$ cat config.mk
export PLATFORM = sky130hd
export DESIGN_NAME = ppc_port
export DESIGN_NICKNAME = d
export VERILOG_FILES = /design/src/rtl/ppc_pkg.sv /design/src/rtl/ppc_port.sv
export SDC_FILE = /design/constraint.sdc
export NUM_CORES = 1
export LEC_CHECK = 0
export ABC_AREA = 1
export BUFFER_PORTS_ARGS = -buffer_cell sky130_fd_sc_hd__buf_4
export CAP_MARGIN = 30
export CORE_ASPECT_RATIO = 1.75
export CORE_MARGIN = 2
export CORE_UTILIZATION = 25
export DETAILED_ROUTE_END_ITERATION = 10
export GPL_TIMING_DRIVEN = 0
export PLACE_DENSITY_LB_ADDON = 0.3
export SLEW_MARGIN = 20
export SYNTH_ARGS = -nofsm -noshare
export SYNTH_HDL_FRONTEND = slang
export SYNTH_SLANG_ARGS = --single-unit
$ cat constraint.sdc
create_clock -name clock -period 4.2 [get_ports clock]
set_clock_uncertainty 0.05 [all_clocks]
set_input_delay 0.84 -clock clock [delete_from_list [all_inputs] [get_ports clock]]
set_output_delay 0.84 -clock clock [all_outputs]
set_load 0.01 [all_outputs]
$ cat src/rtl/ppc_pkg.sv
// Purpose: shared constants and carriers for the port pin configuration block
// Assumes: one bus clock at 250 MHz, asynchronous active-low reset
// Notes: pin counts per port are fixed
package ppc_pkg;
    localparam int PPC_AD_PINS = 16;
    localparam int PPC_GP_PINS = 8;
    localparam int PPC_FILT_SAMPLES = 4;
    localparam logic [2:0] PPC_CNT_MAX = 3'h4;
    localparam logic [2:0] PPC_CNT_ZERO = 3'h0;
    localparam int PPC_SYNC_STAGES = 2;
    // reset values: port M upper nibble and port S pulled up, all others hi-z
    localparam logic [7:0] PPC_PULL_EN_RST_M = 8'hF0;
    localparam logic [7:0] PPC_PULL_EN_RST_S = 8'hFF;
    localparam logic [7:0] PPC_PULL_EN_RST_OTHER = 8'h00;
    localparam logic [15:0] PPC_PULL_EN_RST_AD = 16'h0000;
    localparam logic [15:0] PPC_ZERO16 = 16'h0000;
    localparam logic [15:0] PPC_ONES16 = 16'hFFFF;

    // per-pin pad drive bundle
    typedef struct packed {
        logic [15:0] out;
        logic [15:0] oe;
        logic [15:0] reduced;
        logic [15:0] pull_on;
        logic [15:0] pull_down;
    } ppc_pad_s;

    // per-pin software configuration bundle
    typedef struct packed {
        logic [15:0] dir;
        logic [15:0] out_val;
        logic [15:0] drive_strength_reduce_bit;
        logic [15:0] pull_device_on_bit;
        logic [15:0] polarity_choice_bit;
        logic [15:0] wired_or;
    } ppc_cfg_s;
endpackage : ppc_pkg

$ cat src/rtl/ppc_port.sv
// Purpose: one 16-pin analog-shared general-purpose port with filtered edge interrupts
// Assumes: config bits are loaded through write strobes; pins reach us unsynchronised
// Notes: narrower ports use this block with unused upper pins; the pin-interrupt path
//        is present only when HAS_IRQ is set (analog-shared port)
// Behaviour
// - direction zero: pin is input, undriven
// - direction one: drive output value, strength select
// - peripheral ownership overrides direction bit
// - analog enable: outputs off, inputs read one
// - reduced drive only matters on outputs
// - pull only on inputs or wired-or outputs
// - polarity zero pull-up, one pull-down
// - polarity zero falling edge, one rising
// - pin interrupts only on analog-shared port
// - all registers except data_read and input_read reset asynchronously
// - reset: inputs, full drive, interrupts off
// - reset pull-ups on M upper, port S
// - sixteen edge pins, one shared request
// - request when any flag and enable set
// - edge interrupt wakes from stop or wait
// - interrupts on inputs need converter input enable
// - edge needs four passive then four active
// - pulses three clocks ignored, four accepted
// - filter on bus clock, RC clock in stop
// - RC runs in stop while any pin enabled, flag clear
// - data read: pin for inputs, latch for outputs
// - read settles within four cycles after turnaround
`timescale 1ns/1ps
module ppc_port #(
    parameter logic [15:0] PULL_EN_RESET = ppc_pkg::PPC_PULL_EN_RST_AD,
    parameter bit HAS_IRQ = 1'b1
) (
    input wire logic clock,
    input wire logic reset_n,
    input wire logic stop_mode,
    input wire logic rc_tick,
    input wire logic cfg_we,
    input wire ppc_pkg::ppc_cfg_s cfg_wdata,
    input wire logic [15:0] edge_event_enable_we,
    input wire logic [15:0] edge_event_enable_wdata,
    input wire logic [15:0] edge_event_flag_clear,
    input wire logic [15:0] periph_own,
    input wire logic [15:0] periph_dir,
    input wire logic [15:0] periph_out,
    input wire logic analog_enable,
    input wire logic [15:0] converter_digital_input_enable,
    input wire logic [15:0] pin_in,
    output ppc_pkg::ppc_pad_s pad,
    output logic [15:0] data_read,
    output logic [15:0] input_read,
    output logic [15:0] analog_port_edge_enables,
    output logic [15:0] analog_port_edge_flags,
    output logic irq_request,
    output logic wake_request,
    output logic rc_osc_run
);
    ppc_pkg::ppc_cfg_s cfg;
    logic [15:0] sync_a;
    logic [15:0] sync_b;
    logic [15:0] eff_dir;
    logic [15:0] eff_out;
    logic [15:0] dig_in;
    logic [15:0] pull_allow;
    logic [15:0] rc_want;
    logic filt_tick;

    always_ff @(posedge clock or negedge reset_n)
    begin
        if (!reset_n)
        begin
            cfg <= '0;
            cfg.pull_device_on_bit <= PULL_EN_RESET;
        end
        else if (cfg_we)
        begin
            cfg <= cfg_wdata;
        end
    end

    // two-stage synchroniser; the first stage feeds nothing else
    always_ff @(posedge clock or negedge reset_n)
    begin
        if (!reset_n)
        begin
            sync_a <= ppc_pkg::PPC_ZERO16;
            sync_b <= ppc_pkg::PPC_ZERO16;
        end
        else
        begin
            sync_a <= pin_in;
            sync_b <= sync_a;
        end
    end

    assign eff_dir = (periph_own & periph_dir) | (~periph_own & cfg.dir);
    assign eff_out = (periph_own & periph_out) | (~periph_own & cfg.out_val);
    // analog mode forces the digital input path high so stray levels cannot flag edges
    assign dig_in = analog_enable ? ppc_pkg::PPC_ONES16 : sync_b;
    // one gate for both pull outputs, so pull-up and pull-down can never disagree on when to act
    assign pull_allow = cfg.pull_device_on_bit & (~eff_dir | cfg.wired_or);

    always_ff @(posedge clock or negedge reset_n)
    begin
        if (!reset_n)
        begin
            pad <= '0;
        end
        else
        begin
            pad.oe <= analog_enable ? ppc_pkg::PPC_ZERO16 : eff_dir;
            pad.out <= eff_out & eff_dir;
            pad.reduced <= cfg.drive_strength_reduce_bit & eff_dir;
            pad.pull_on <= pull_allow;
            pad.pull_down <= cfg.polarity_choice_bit & pull_allow;
            data_read <= (cfg.dir & cfg.out_val) | (~cfg.dir & dig_in);
            input_read <= dig_in;
        end
    end

    // filter ticks every bus clock in run/wait; stop uses the rc enable instead
    assign filt_tick = stop_mode ? rc_tick : 1'b1;

    genvar g;
    generate
        if (HAS_IRQ)
        begin : g_irq
            for (g = 0; g < ppc_pkg::PPC_AD_PINS; g++)
            begin : g_pin
                logic [2:0] cnt;
                logic armed;
                logic enable;
                logic flag;
                logic active_lvl;
                logic pin_src;
                logic valid_edge;
                // input use needs the converter digital input path; outputs see their own level
                assign pin_src = eff_dir[g] ? eff_out[g] : (dig_in[g] & converter_digital_input_enable[g]);
                assign active_lvl = (pin_src == cfg.polarity_choice_bit[g]);
                assign valid_edge = filt_tick && armed && active_lvl && (cnt == ppc_pkg::PPC_CNT_MAX - 3'h1);
                always_ff @(posedge clock or negedge reset_n)
                begin
                    if (!reset_n)
                    begin
                        cnt <= ppc_pkg::PPC_CNT_ZERO;
                        armed <= 1'b0;
                    end
                    else if (filt_tick)
                    begin
                        if (!armed)
                        begin
                            // count passive samples until four in a row arm the filter
                            cnt <= active_lvl ? ppc_pkg::PPC_CNT_ZERO : cnt + 3'h1;
                            if (!active_lvl && cnt == ppc_pkg::PPC_CNT_MAX - 3'h1)
                            begin
                                armed <= 1'b1;
                                cnt <= ppc_pkg::PPC_CNT_ZERO;
                            end
                        end
                        else if (!active_lvl)
                        begin
                            cnt <= ppc_pkg::PPC_CNT_ZERO;
                        end
                        else if (cnt == ppc_pkg::PPC_CNT_MAX - 3'h1)
                        begin
                            armed <= 1'b0;
                            cnt <= ppc_pkg::PPC_CNT_ZERO;
                        end
                        else
                        begin
                            cnt <= cnt + 3'h1;
                        end
                    end
                end
                always_ff @(posedge clock or negedge reset_n)
                begin
                    if (!reset_n)
                    begin
                        enable <= 1'b0;
                        flag <= 1'b0;
                    end
                    else
                    begin
                        if (edge_event_enable_we[g])
                        begin
                            enable <= edge_event_enable_wdata[g];
                        end
                        // set wins over a same-cycle clear
                        flag <= valid_edge | (flag & ~edge_event_flag_clear[g]);
                    end
                end
                assign analog_port_edge_enables[g] = enable;
                assign analog_port_edge_flags[g] = flag;
                assign rc_want[g] = enable && !flag && (cnt <= ppc_pkg::PPC_CNT_MAX);
            end
        end
        else
        begin : g_noirq
            assign analog_port_edge_enables = ppc_pkg::PPC_ZERO16;
            assign analog_port_edge_flags = ppc_pkg::PPC_ZERO16;
            assign rc_want = ppc_pkg::PPC_ZERO16;
        end
    endgenerate

    assign irq_request = |(analog_port_edge_flags & analog_port_edge_enables);
    assign wake_request = irq_request;
    assign rc_osc_run = stop_mode && (|rc_want);

    AST_PUSH_PULL_NO_PULL: assert property (@(posedge clock) disable iff (!reset_n)
        (cfg.dir[0] && !periph_own[0] && !cfg.wired_or[0] && !cfg_we) |=> !pad.pull_on[0])
        else $error("pull active on push-pull output");
    AST_INPUT_UNDRIVEN: assert property (@(posedge clock) disable iff (!reset_n)
        (!eff_dir[1]) |=> !pad.oe[1] && !pad.out[1] && !pad.reduced[1])
        else $error("input pin driven");
    AST_OUTPUT_LEVEL: assert property (@(posedge clock) disable iff (!reset_n)
        (eff_dir[2] && !analog_enable) |=> pad.oe[2] && pad.out[2] == $past(eff_out[2]))
        else $error("output level wrong");
    AST_PERIPH_DIR: assert property (@(posedge clock) disable iff (!reset_n)
        (periph_own[3] && !analog_enable) |=> pad.oe[3] == $past(periph_dir[3]))
        else $error("peripheral direction ignored");
    AST_ANALOG_OFF: assert property (@(posedge clock) disable iff (!reset_n)
        analog_enable |=> pad.oe == ppc_pkg::PPC_ZERO16 && input_read == ppc_pkg::PPC_ONES16)
        else $error("analog mode not honoured");
    AST_IRQ_OR: assert property (@(posedge clock) disable iff (!reset_n)
        irq_request == |(analog_port_edge_flags & analog_port_edge_enables))
        else $error("request mismatch");
    AST_SHORT_PULSE: assert property (@(posedge clock) disable iff (!reset_n)
        (!stop_mode && $rose(analog_port_edge_flags[0])) |->
        $past(g_irq.g_pin[0].active_lvl, 1) && $past(g_irq.g_pin[0].active_lvl, 2)
        && $past(g_irq.g_pin[0].active_lvl, 3) && $past(g_irq.g_pin[0].active_lvl, 4))
        else $error("flag set on short pulse");
    AST_FLAG_HOLD: assert property (@(posedge clock) disable iff (!reset_n)
        (analog_port_edge_flags[0] && !edge_event_flag_clear[0]) |=> analog_port_edge_flags[0])
        else $error("flag lost without clear");
    AST_READ_SETTLE: assert property (@(posedge clock) disable iff (!reset_n)
        (cfg.dir[4] && !cfg_we) [*2] |=> data_read[4] == $past(cfg.out_val[4]))
        else $error("output read wrong");

    AST_REDUCED_INPUT: assert property (@(posedge clock) disable iff (!reset_n)
        (!eff_dir[5]) |=> !pad.reduced[5])
        else $error("reduced drive on input pin");

    AST_PULL_SELECT: assert property (@(posedge clock) disable iff (!reset_n)
        (!eff_dir[6] && cfg.pull_device_on_bit[6]) |=>
        pad.pull_on[6] && pad.pull_down[6] == $past(cfg.polarity_choice_bit[6]))
        else $error("pull polarity wrong");

    AST_WIRED_OR_PULL: assert property (@(posedge clock) disable iff (!reset_n)
        (cfg.wired_or[8] && cfg.pull_device_on_bit[8]) |=> pad.pull_on[8])
        else $error("pull missing on wired-or output");

    AST_PERIPH_OUT: assert property (@(posedge clock) disable iff (!reset_n)
        (periph_own[3] && periph_dir[3] && !analog_enable) |=> pad.out[3] == $past(periph_out[3]))
        else $error("peripheral data ignored");

    AST_ANALOG_DATA: assert property (@(posedge clock) disable iff (!reset_n)
        analog_enable |=> (data_read | $past(cfg.dir)) == ppc_pkg::PPC_ONES16)
        else $error("analog input read not one");

    AST_DATA_INPUT: assert property (@(posedge clock) disable iff (!reset_n)
        (!cfg.dir[7] && !analog_enable) |=> data_read[7] == $past(sync_b[7]))
        else $error("input read not from pin");

    AST_ENABLE_WRITE: assert property (@(posedge clock) disable iff (!reset_n)
        edge_event_enable_we[0] |=> analog_port_edge_enables[0] == $past(edge_event_enable_wdata[0]))
        else $error("edge enable write lost");

    AST_EDGE_POLARITY: assert property (@(posedge clock) disable iff (!reset_n)
        $rose(analog_port_edge_flags[1]) |->
        $past(g_irq.g_pin[1].pin_src) == $past(cfg.polarity_choice_bit[1]))
        else $error("edge of wrong polarity");

    AST_FLAG_ON_EDGE: assert property (@(posedge clock) disable iff (!reset_n)
        g_irq.g_pin[1].valid_edge |=> analog_port_edge_flags[1])
        else $error("valid edge not flagged");

    // a clear only wins when no new edge lands in the same cycle
    AST_FLAG_CLEAR: assert property (@(posedge clock) disable iff (!reset_n)
        (analog_port_edge_flags[0] && edge_event_flag_clear[0] && !g_irq.g_pin[0].valid_edge)
        |=> !analog_port_edge_flags[0])
        else $error("flag not cleared");

    AST_CNT_RANGE: assert property (@(posedge clock) disable iff (!reset_n)
        g_irq.g_pin[0].cnt < ppc_pkg::PPC_CNT_MAX)
        else $error("sample count out of range");

    AST_FILTER_FROZEN: assert property (@(posedge clock) disable iff (!reset_n)
        (stop_mode && !rc_tick) |=> $stable(g_irq.g_pin[0].cnt))
        else $error("filter advanced without rc tick");

    AST_RC_STOP_ONLY: assert property (@(posedge clock) disable iff (!reset_n)
        !stop_mode |-> !rc_osc_run)
        else $error("rc oscillator running outside stop");

    AST_RC_NEEDS_ENABLE: assert property (@(posedge clock) disable iff (!reset_n)
        rc_osc_run |-> |(analog_port_edge_enables & ~analog_port_edge_flags))
        else $error("rc oscillator running with nothing to watch");

    AST_IRQ_NEEDS_ENABLE: assert property (@(posedge clock) disable iff (!reset_n)
        irq_request |-> |analog_port_edge_enables)
        else $error("request without enable");

    AST_WAKE_FOLLOWS: assert property (@(posedge clock) disable iff (!reset_n)
        wake_request == irq_request)
        else $error("wake differs from request");

    COV_EDGE: cover property (@(posedge clock) disable iff (!reset_n) $rose(irq_request));
    COV_CLEAR: cover property (@(posedge clock) disable iff (!reset_n) $fell(analog_port_edge_flags[0]));
    COV_STOP_RC: cover property (@(posedge clock) disable iff (!reset_n) rc_osc_run ##1 !rc_osc_run);
    COV_ANALOG: cover property (@(posedge clock) disable iff (!reset_n) $rose(analog_enable));
    COV_STOP_WAKE: cover property (@(posedge clock) disable iff (!reset_n) stop_mode && $rose(wake_request));
endmodule : ppc_port
# Word-level counts from Yosys, hierarchy flattened
# Cells that the tools add are included.
dict set report op_classes {
  n_addsub 16
  n_lt_le_gt_ge 16
  eq_ne 32
  muxes 163
  bitwise_logic 82
  reduce_logical 131
}
# cell count
set ops {}
lappend ops {{two-way mux 3 bit} 80}
lappend ops {{AND 16 bit} 11}
lappend ops {{logical AND 1 bit} 97}
lappend ops {{two-way mux 1 bit} 81}
lappend ops {{bitwise OR 16 bit} 4}
lappend ops {{adder 3 x 1 -> 3 bit, second input constant} 16}
lappend ops {{== test 3 x 2 -> 1 bit, second input constant} 16}
lappend ops {{less-or-equal comparator 3 bit, second input constant} 16}
lappend ops {{NOT 16 bit} 3}
lappend ops {{AND 1 bit} 32}
lappend ops {{zero test 1 bit} 32}
lappend ops {{two-way mux 16 bit} 2}
lappend ops {{OR reduction 16 bit} 2}
lappend ops {{== test 1 bit} 16}
lappend ops {{NOT 1 bit} 16}
lappend ops {{bitwise OR 1 bit} 16}
dict set report totals {
  regBits 336
  out_inout_bits 147
}

# Logic depth before layout (Yosys ltp)
dict set report depth {
  depth_word 9
  depth_mapped 10
  ltp_nobuf 10
}

# Least setup slack after synthesis
# No wires, ideal clock.
dict set report synth_path {
  path_type {register -> output}
  from {register g_irq.g_pin[1].cnt[0]}
  to {output port rc_osc_run}
  arrival_time_ps 1115
  required_time_ps 3310
  slack_ps 2195
  path_stages_with_launch 9
  path_buffers 0
  cell_sequence {dfrtp_1 -> inv_1 -> ha_1 -> o211ai_1 -> o21ai_0 -> nor2_1 -> nand2_1 -> nor2_1 -> nor2_1}
}
dict set report synth_via {
  elab_chain_cells 4
}
# item line_no
set synth_lines {}
lappend synth_lines {{start, declared} ppc_port.sv:129} ;# logic [2:0] cnt;
lappend synth_lines {{start signal, assigned} ppc_port.sv:144} ;# cnt <= ppc_pkg::PPC_CNT_ZERO;
lappend synth_lines {{start signal, assigned} ppc_port.sv:152} ;# cnt <= active_lvl ? ppc_pkg::PPC_CNT_ZERO : cnt + 3'h1;
lappend synth_lines {{start signal, assigned} ppc_port.sv:156} ;# cnt <= ppc_pkg::PPC_CNT_ZERO;
lappend synth_lines {{less-or-equal comparator 3 bit} ppc_port.sv:193} ;# assign rc_want[g] = enable && !flag && (cnt <= ppc_pkg::PPC_CNT_MAX);
lappend synth_lines {{logical AND 1 bit} ppc_port.sv:193}
lappend synth_lines {{OR reduction 16 bit} ppc_port.sv:206} ;# assign rc_osc_run = stop_mode && (|rc_want);
lappend synth_lines {{logical AND 1 bit} ppc_port.sv:206}
lappend synth_lines {{end, declared} ppc_port.sv:55} ;# output logic rc_osc_run
# Every way passes these cells.

# Worst setup path after layout
dict set report layout_path {
  from {register g_irq.g_pin[11].enable}
  to {output port wake_request}
}
dict set report layout_via {
  elab_chain_cells 2
}
# item line_no
set layout_lines {}
lappend layout_lines {{start, declared} ppc_port.sv:131} ;# logic enable;
lappend layout_lines {{start signal, assigned} ppc_port.sv:185} ;# enable <= edge_event_enable_wdata[g];
lappend layout_lines {{AND 16 bit} ppc_port.sv:204} ;# assign irq_request = |(analog_port_edge_flags & analog_port_edge_enables);
lappend layout_lines {{OR reduction 16 bit} ppc_port.sv:204}
lappend layout_lines {{end, declared} ppc_port.sv:54} ;# output logic wake_request,
# Every way passes these cells.

==> flow_summary_export.csv <==
group,metric,value,unit
sta,setup_slack,0.937,ns
synthesis,synth_area_leaders,"dfrtp_1 48%, nand2_1 14%, inv_1 7.6%",
synthesis,yosysSeqAreaShare,54.3,%
global_routing,grt_max_degree,94,
die,start_util,25.3,%
critical_path,crit_type,"register to primary output",
critical_path,r2r-start,"cfg[87]$_DFFE_PN0P_",
synthesis,synth_flop_cell,"dfrtp_1",
die,fp.dieH,336,um
clock_tree,clkSlewWorstSetupHoldPaths,0.07,ns
route,vias_per_cell,4.38,
critical_path,cp-end-kind,"primary output",
global_routing,grt_usage,17.8,%
layout,finalNetCount,2600,
sta,worst_pin_slew,0.959,ns
critical_path,startpoint_type,"register",
global_routing,grt_pass1_wl,86400,um
critical_path,max_stage_delay,0.53,ns
die,die-area,65200,um2
critical_path,r2r_cells,10,
run_status,status,"completed",
synthesis,async_flop_share,90.5,%
placement,place_congestion,0.873,
layout,final_common_cell,"nand2_1",
pwr,vdd_drop_max,0.357,mV
route,vias,13729,
layout,multi_input_area,5580,um2
clock_tree,cts.repair.resized,0,
die,rows,121,
sta,report.final.slew_viol_count,0,
clock_tree,cts.sinks,336,
synthesis,yosys_register_bits,336,
route,routed_wl,58300,um
sta,hold_viol_final,0,
critical_path,crit_chain,"nand2_1, o2111ai_1, nor3_1, nand2_1, buf_4, buf_4",
die,die_w,194,um
route,drt-met1-wl,23300,um
sta,post-route-period-util,77.7,%
critical_path,cp_max_fo,4,
run,maxCapViolCount,0,
synthesis,syn-mean-instance-area,8.36,um2
global_routing,antenna_found_initial,13,
synthesis,synth_edf_count,32,
critical_path,cp.arrival,2.37,ns
clock_tree,cts_buffer_depth,3,
placement,dp_hpwl,45300,um
layout,fill_cells,6540,
route,firstDrtPassIters,5,
route,wl_per_cell,18.6,um
clock_tree,cts_max_level,2,
critical_path,r2r_end,"g_irq.g_pin[7].cnt[0]$_DFFE_PN0N_",
layout,syn_to_final_growth,33.2,%
synthesis,synthDistinctLibCells,29,
pwr,leakagePower,11.1,nW
synthesis,ys_warn_count,0,
critical_path,reg2reg_setup_slack,2.64,ns
synthesis,syn_nets,2180,
global_routing,grt_overflow,0,
critical_path,required,3.31,ns
route,drcViolationCount,0,
min_path,hold_path_class,"primary input to asynchronous set/reset pin",
clock_tree,worstSkewPairLatency,0.56,ns
clock_tree,root_buffer,"clkbuf_16",
die,ios,377,
layout,layout_common_cells,"592 x nand2_1, 406 x buf_4, 318 x inv_1",
clock_tree,postCtsHoldBufs,0,
synthesis,syn_inst,1886,
layout,post-route-util,33.7,%
clock_tree,cts_tree,"done",
route,highest_layer,"met5",
sta,min_period,3.26,ns
synthesis,syn_area,15800,um2
layout,final_area,21000,um2
sta,setup_viol,0,
placement,pre_cts_slack,1.40,ns
sta,slew_headroom,36.1,%
route,wl_met2,29400,um
route,route.met3.wl,3290,um
die,core_area,62400,um2
clock_tree,post_cts_buffers,0,
layout,register_area,8570,um2
clock_tree,cts_made_buffers,38,
sta,rsz0062_at_grt,"no",
route,postRouteAntennaNets,0,
placement,placed_area,19700,um2
layout,drive_gt1_share,22.9,%
synthesis,yosysTopAreaCellShare,48.2,%
pwr,total_power,0.00984,W
sta,fmax,306,MHz
global_routing,grt_pass1_vias,14140,
synthesis,synth_top_area_cell,"dfrtp_1",
route,drt_iter0_markers,672,
critical_path,crit_path_top_delay_cell,"dfrtp_1",
pwr,powerDensity,468,nW/um2
placement,portBuffers,374,
where the power goes:
group | switching (W) | internal (W)
Clock | 0.00148 | 0.00206
Combinational | 0.00133 | 0.000925
Sequential | 0.000311 | 0.00373
stage by stage:
step	cells	hold WS, ns	setup TNS [ns]
final	3138	0.191	0
after global routing	3138	0.242	0
after CTS	3134	0.218	0
after detailed placement	3065	0.286	0
after global placement	3059	0.284	-347.16
after floorplan	1886	0.281	0
metal layers:
metal  vias up  GRT usage [%]
met3       104           3.29
met1      6563           20.8
li1       6641              -
met2       413           31.9
met5         -              0
met4         8           7.51
worst max-delay path by stage:
stage,slack (ns),cells after the start,to,from
floorplan,2.20,8,rc_osc_run,g_irq.g_pin[1].cnt[0]$_DFFE_PN0N_
global placement,-1.18,1,pad[30]$_DFF_PN0_,reset_n
detailed placement,1.40,3,input_read[0]$_DFFE_PP_,reset_n
CTS,0.81,9,rc_osc_run,g_irq.g_pin[8].cnt[0]$_DFFE_PN0N_
global route,0.81,6,wake_request,g_irq.g_pin[11].enable$_DFFE_PN0P_
finish,0.94,6,wake_request,g_irq.g_pin[11].enable$_DFFE_PN0P_
flip-flops by register name (all words and copies together), names as in the netlist, named ones only:
register            count
input_read             16
g_irq.g_pin.flag       16
data_read              16
g_irq.g_pin.enable     16
cfg                    96
g_irq.g_pin.cnt        48
pad                    80
sync_a                 16
sync_b                 16
worst max-delay path: cells and delay by family, from the launching register on:
| family | cells | cell delay, ns |
|---|---|---|
| buffers and inverters | 2 | 0.28 |
| flip-flops | 1 | 0.53 |
| AND/OR/NAND/NOR | 3 | 0.69 |
| AO/OA/AOI/OAI | 1 | 0.31 |
cell usage after synthesis, types with 3 or more instances:
master and number:
or2_2 16, edfxtp_1 32, ha_1 64, and2_1 16, nand3_1 94, o21ai_0 192, inv_1 318, clkbuf_1 16
dfrtp_1 304, o22ai_1 22, o21ai_2 10, nor2_1 118, nand2_1 592, nand2_2 4, a21oi_1 16, o211ai_1 9
buf_2 15, buf_4 33, mux2_2 3
layout make-up:
type | count | area share (%)
inverters | 319 | 5.70
clock inverters | 18 | 1.08
multi-input cells | 1163 | 26.6
clock buffers | 51 | 5.09
diodes | 4 | 0.0476
plain buffers | 68 | 2.06
well taps | 799 | 4.76
repair buffers | 380 | 13.9
flip-flops and latches | 336 | 40.8
cell families (layout without fill, tap and decap cells):
logic type / after synthesis / in the layout / share of synthesized area, %
buf+inv: 387 / 836 / 10.3
simple gates: 845 / 845 / 21.5
flops: 336 / 336 / 54.3
mux: 3 / 3 / 0.214
compound gates: 251 / 251 / 8.54
fa+ha+maj: 64 / 64 / 5.08
other cells: 0 / 4 / 0
No activity file was read; power rests on OpenSTA's default activity.
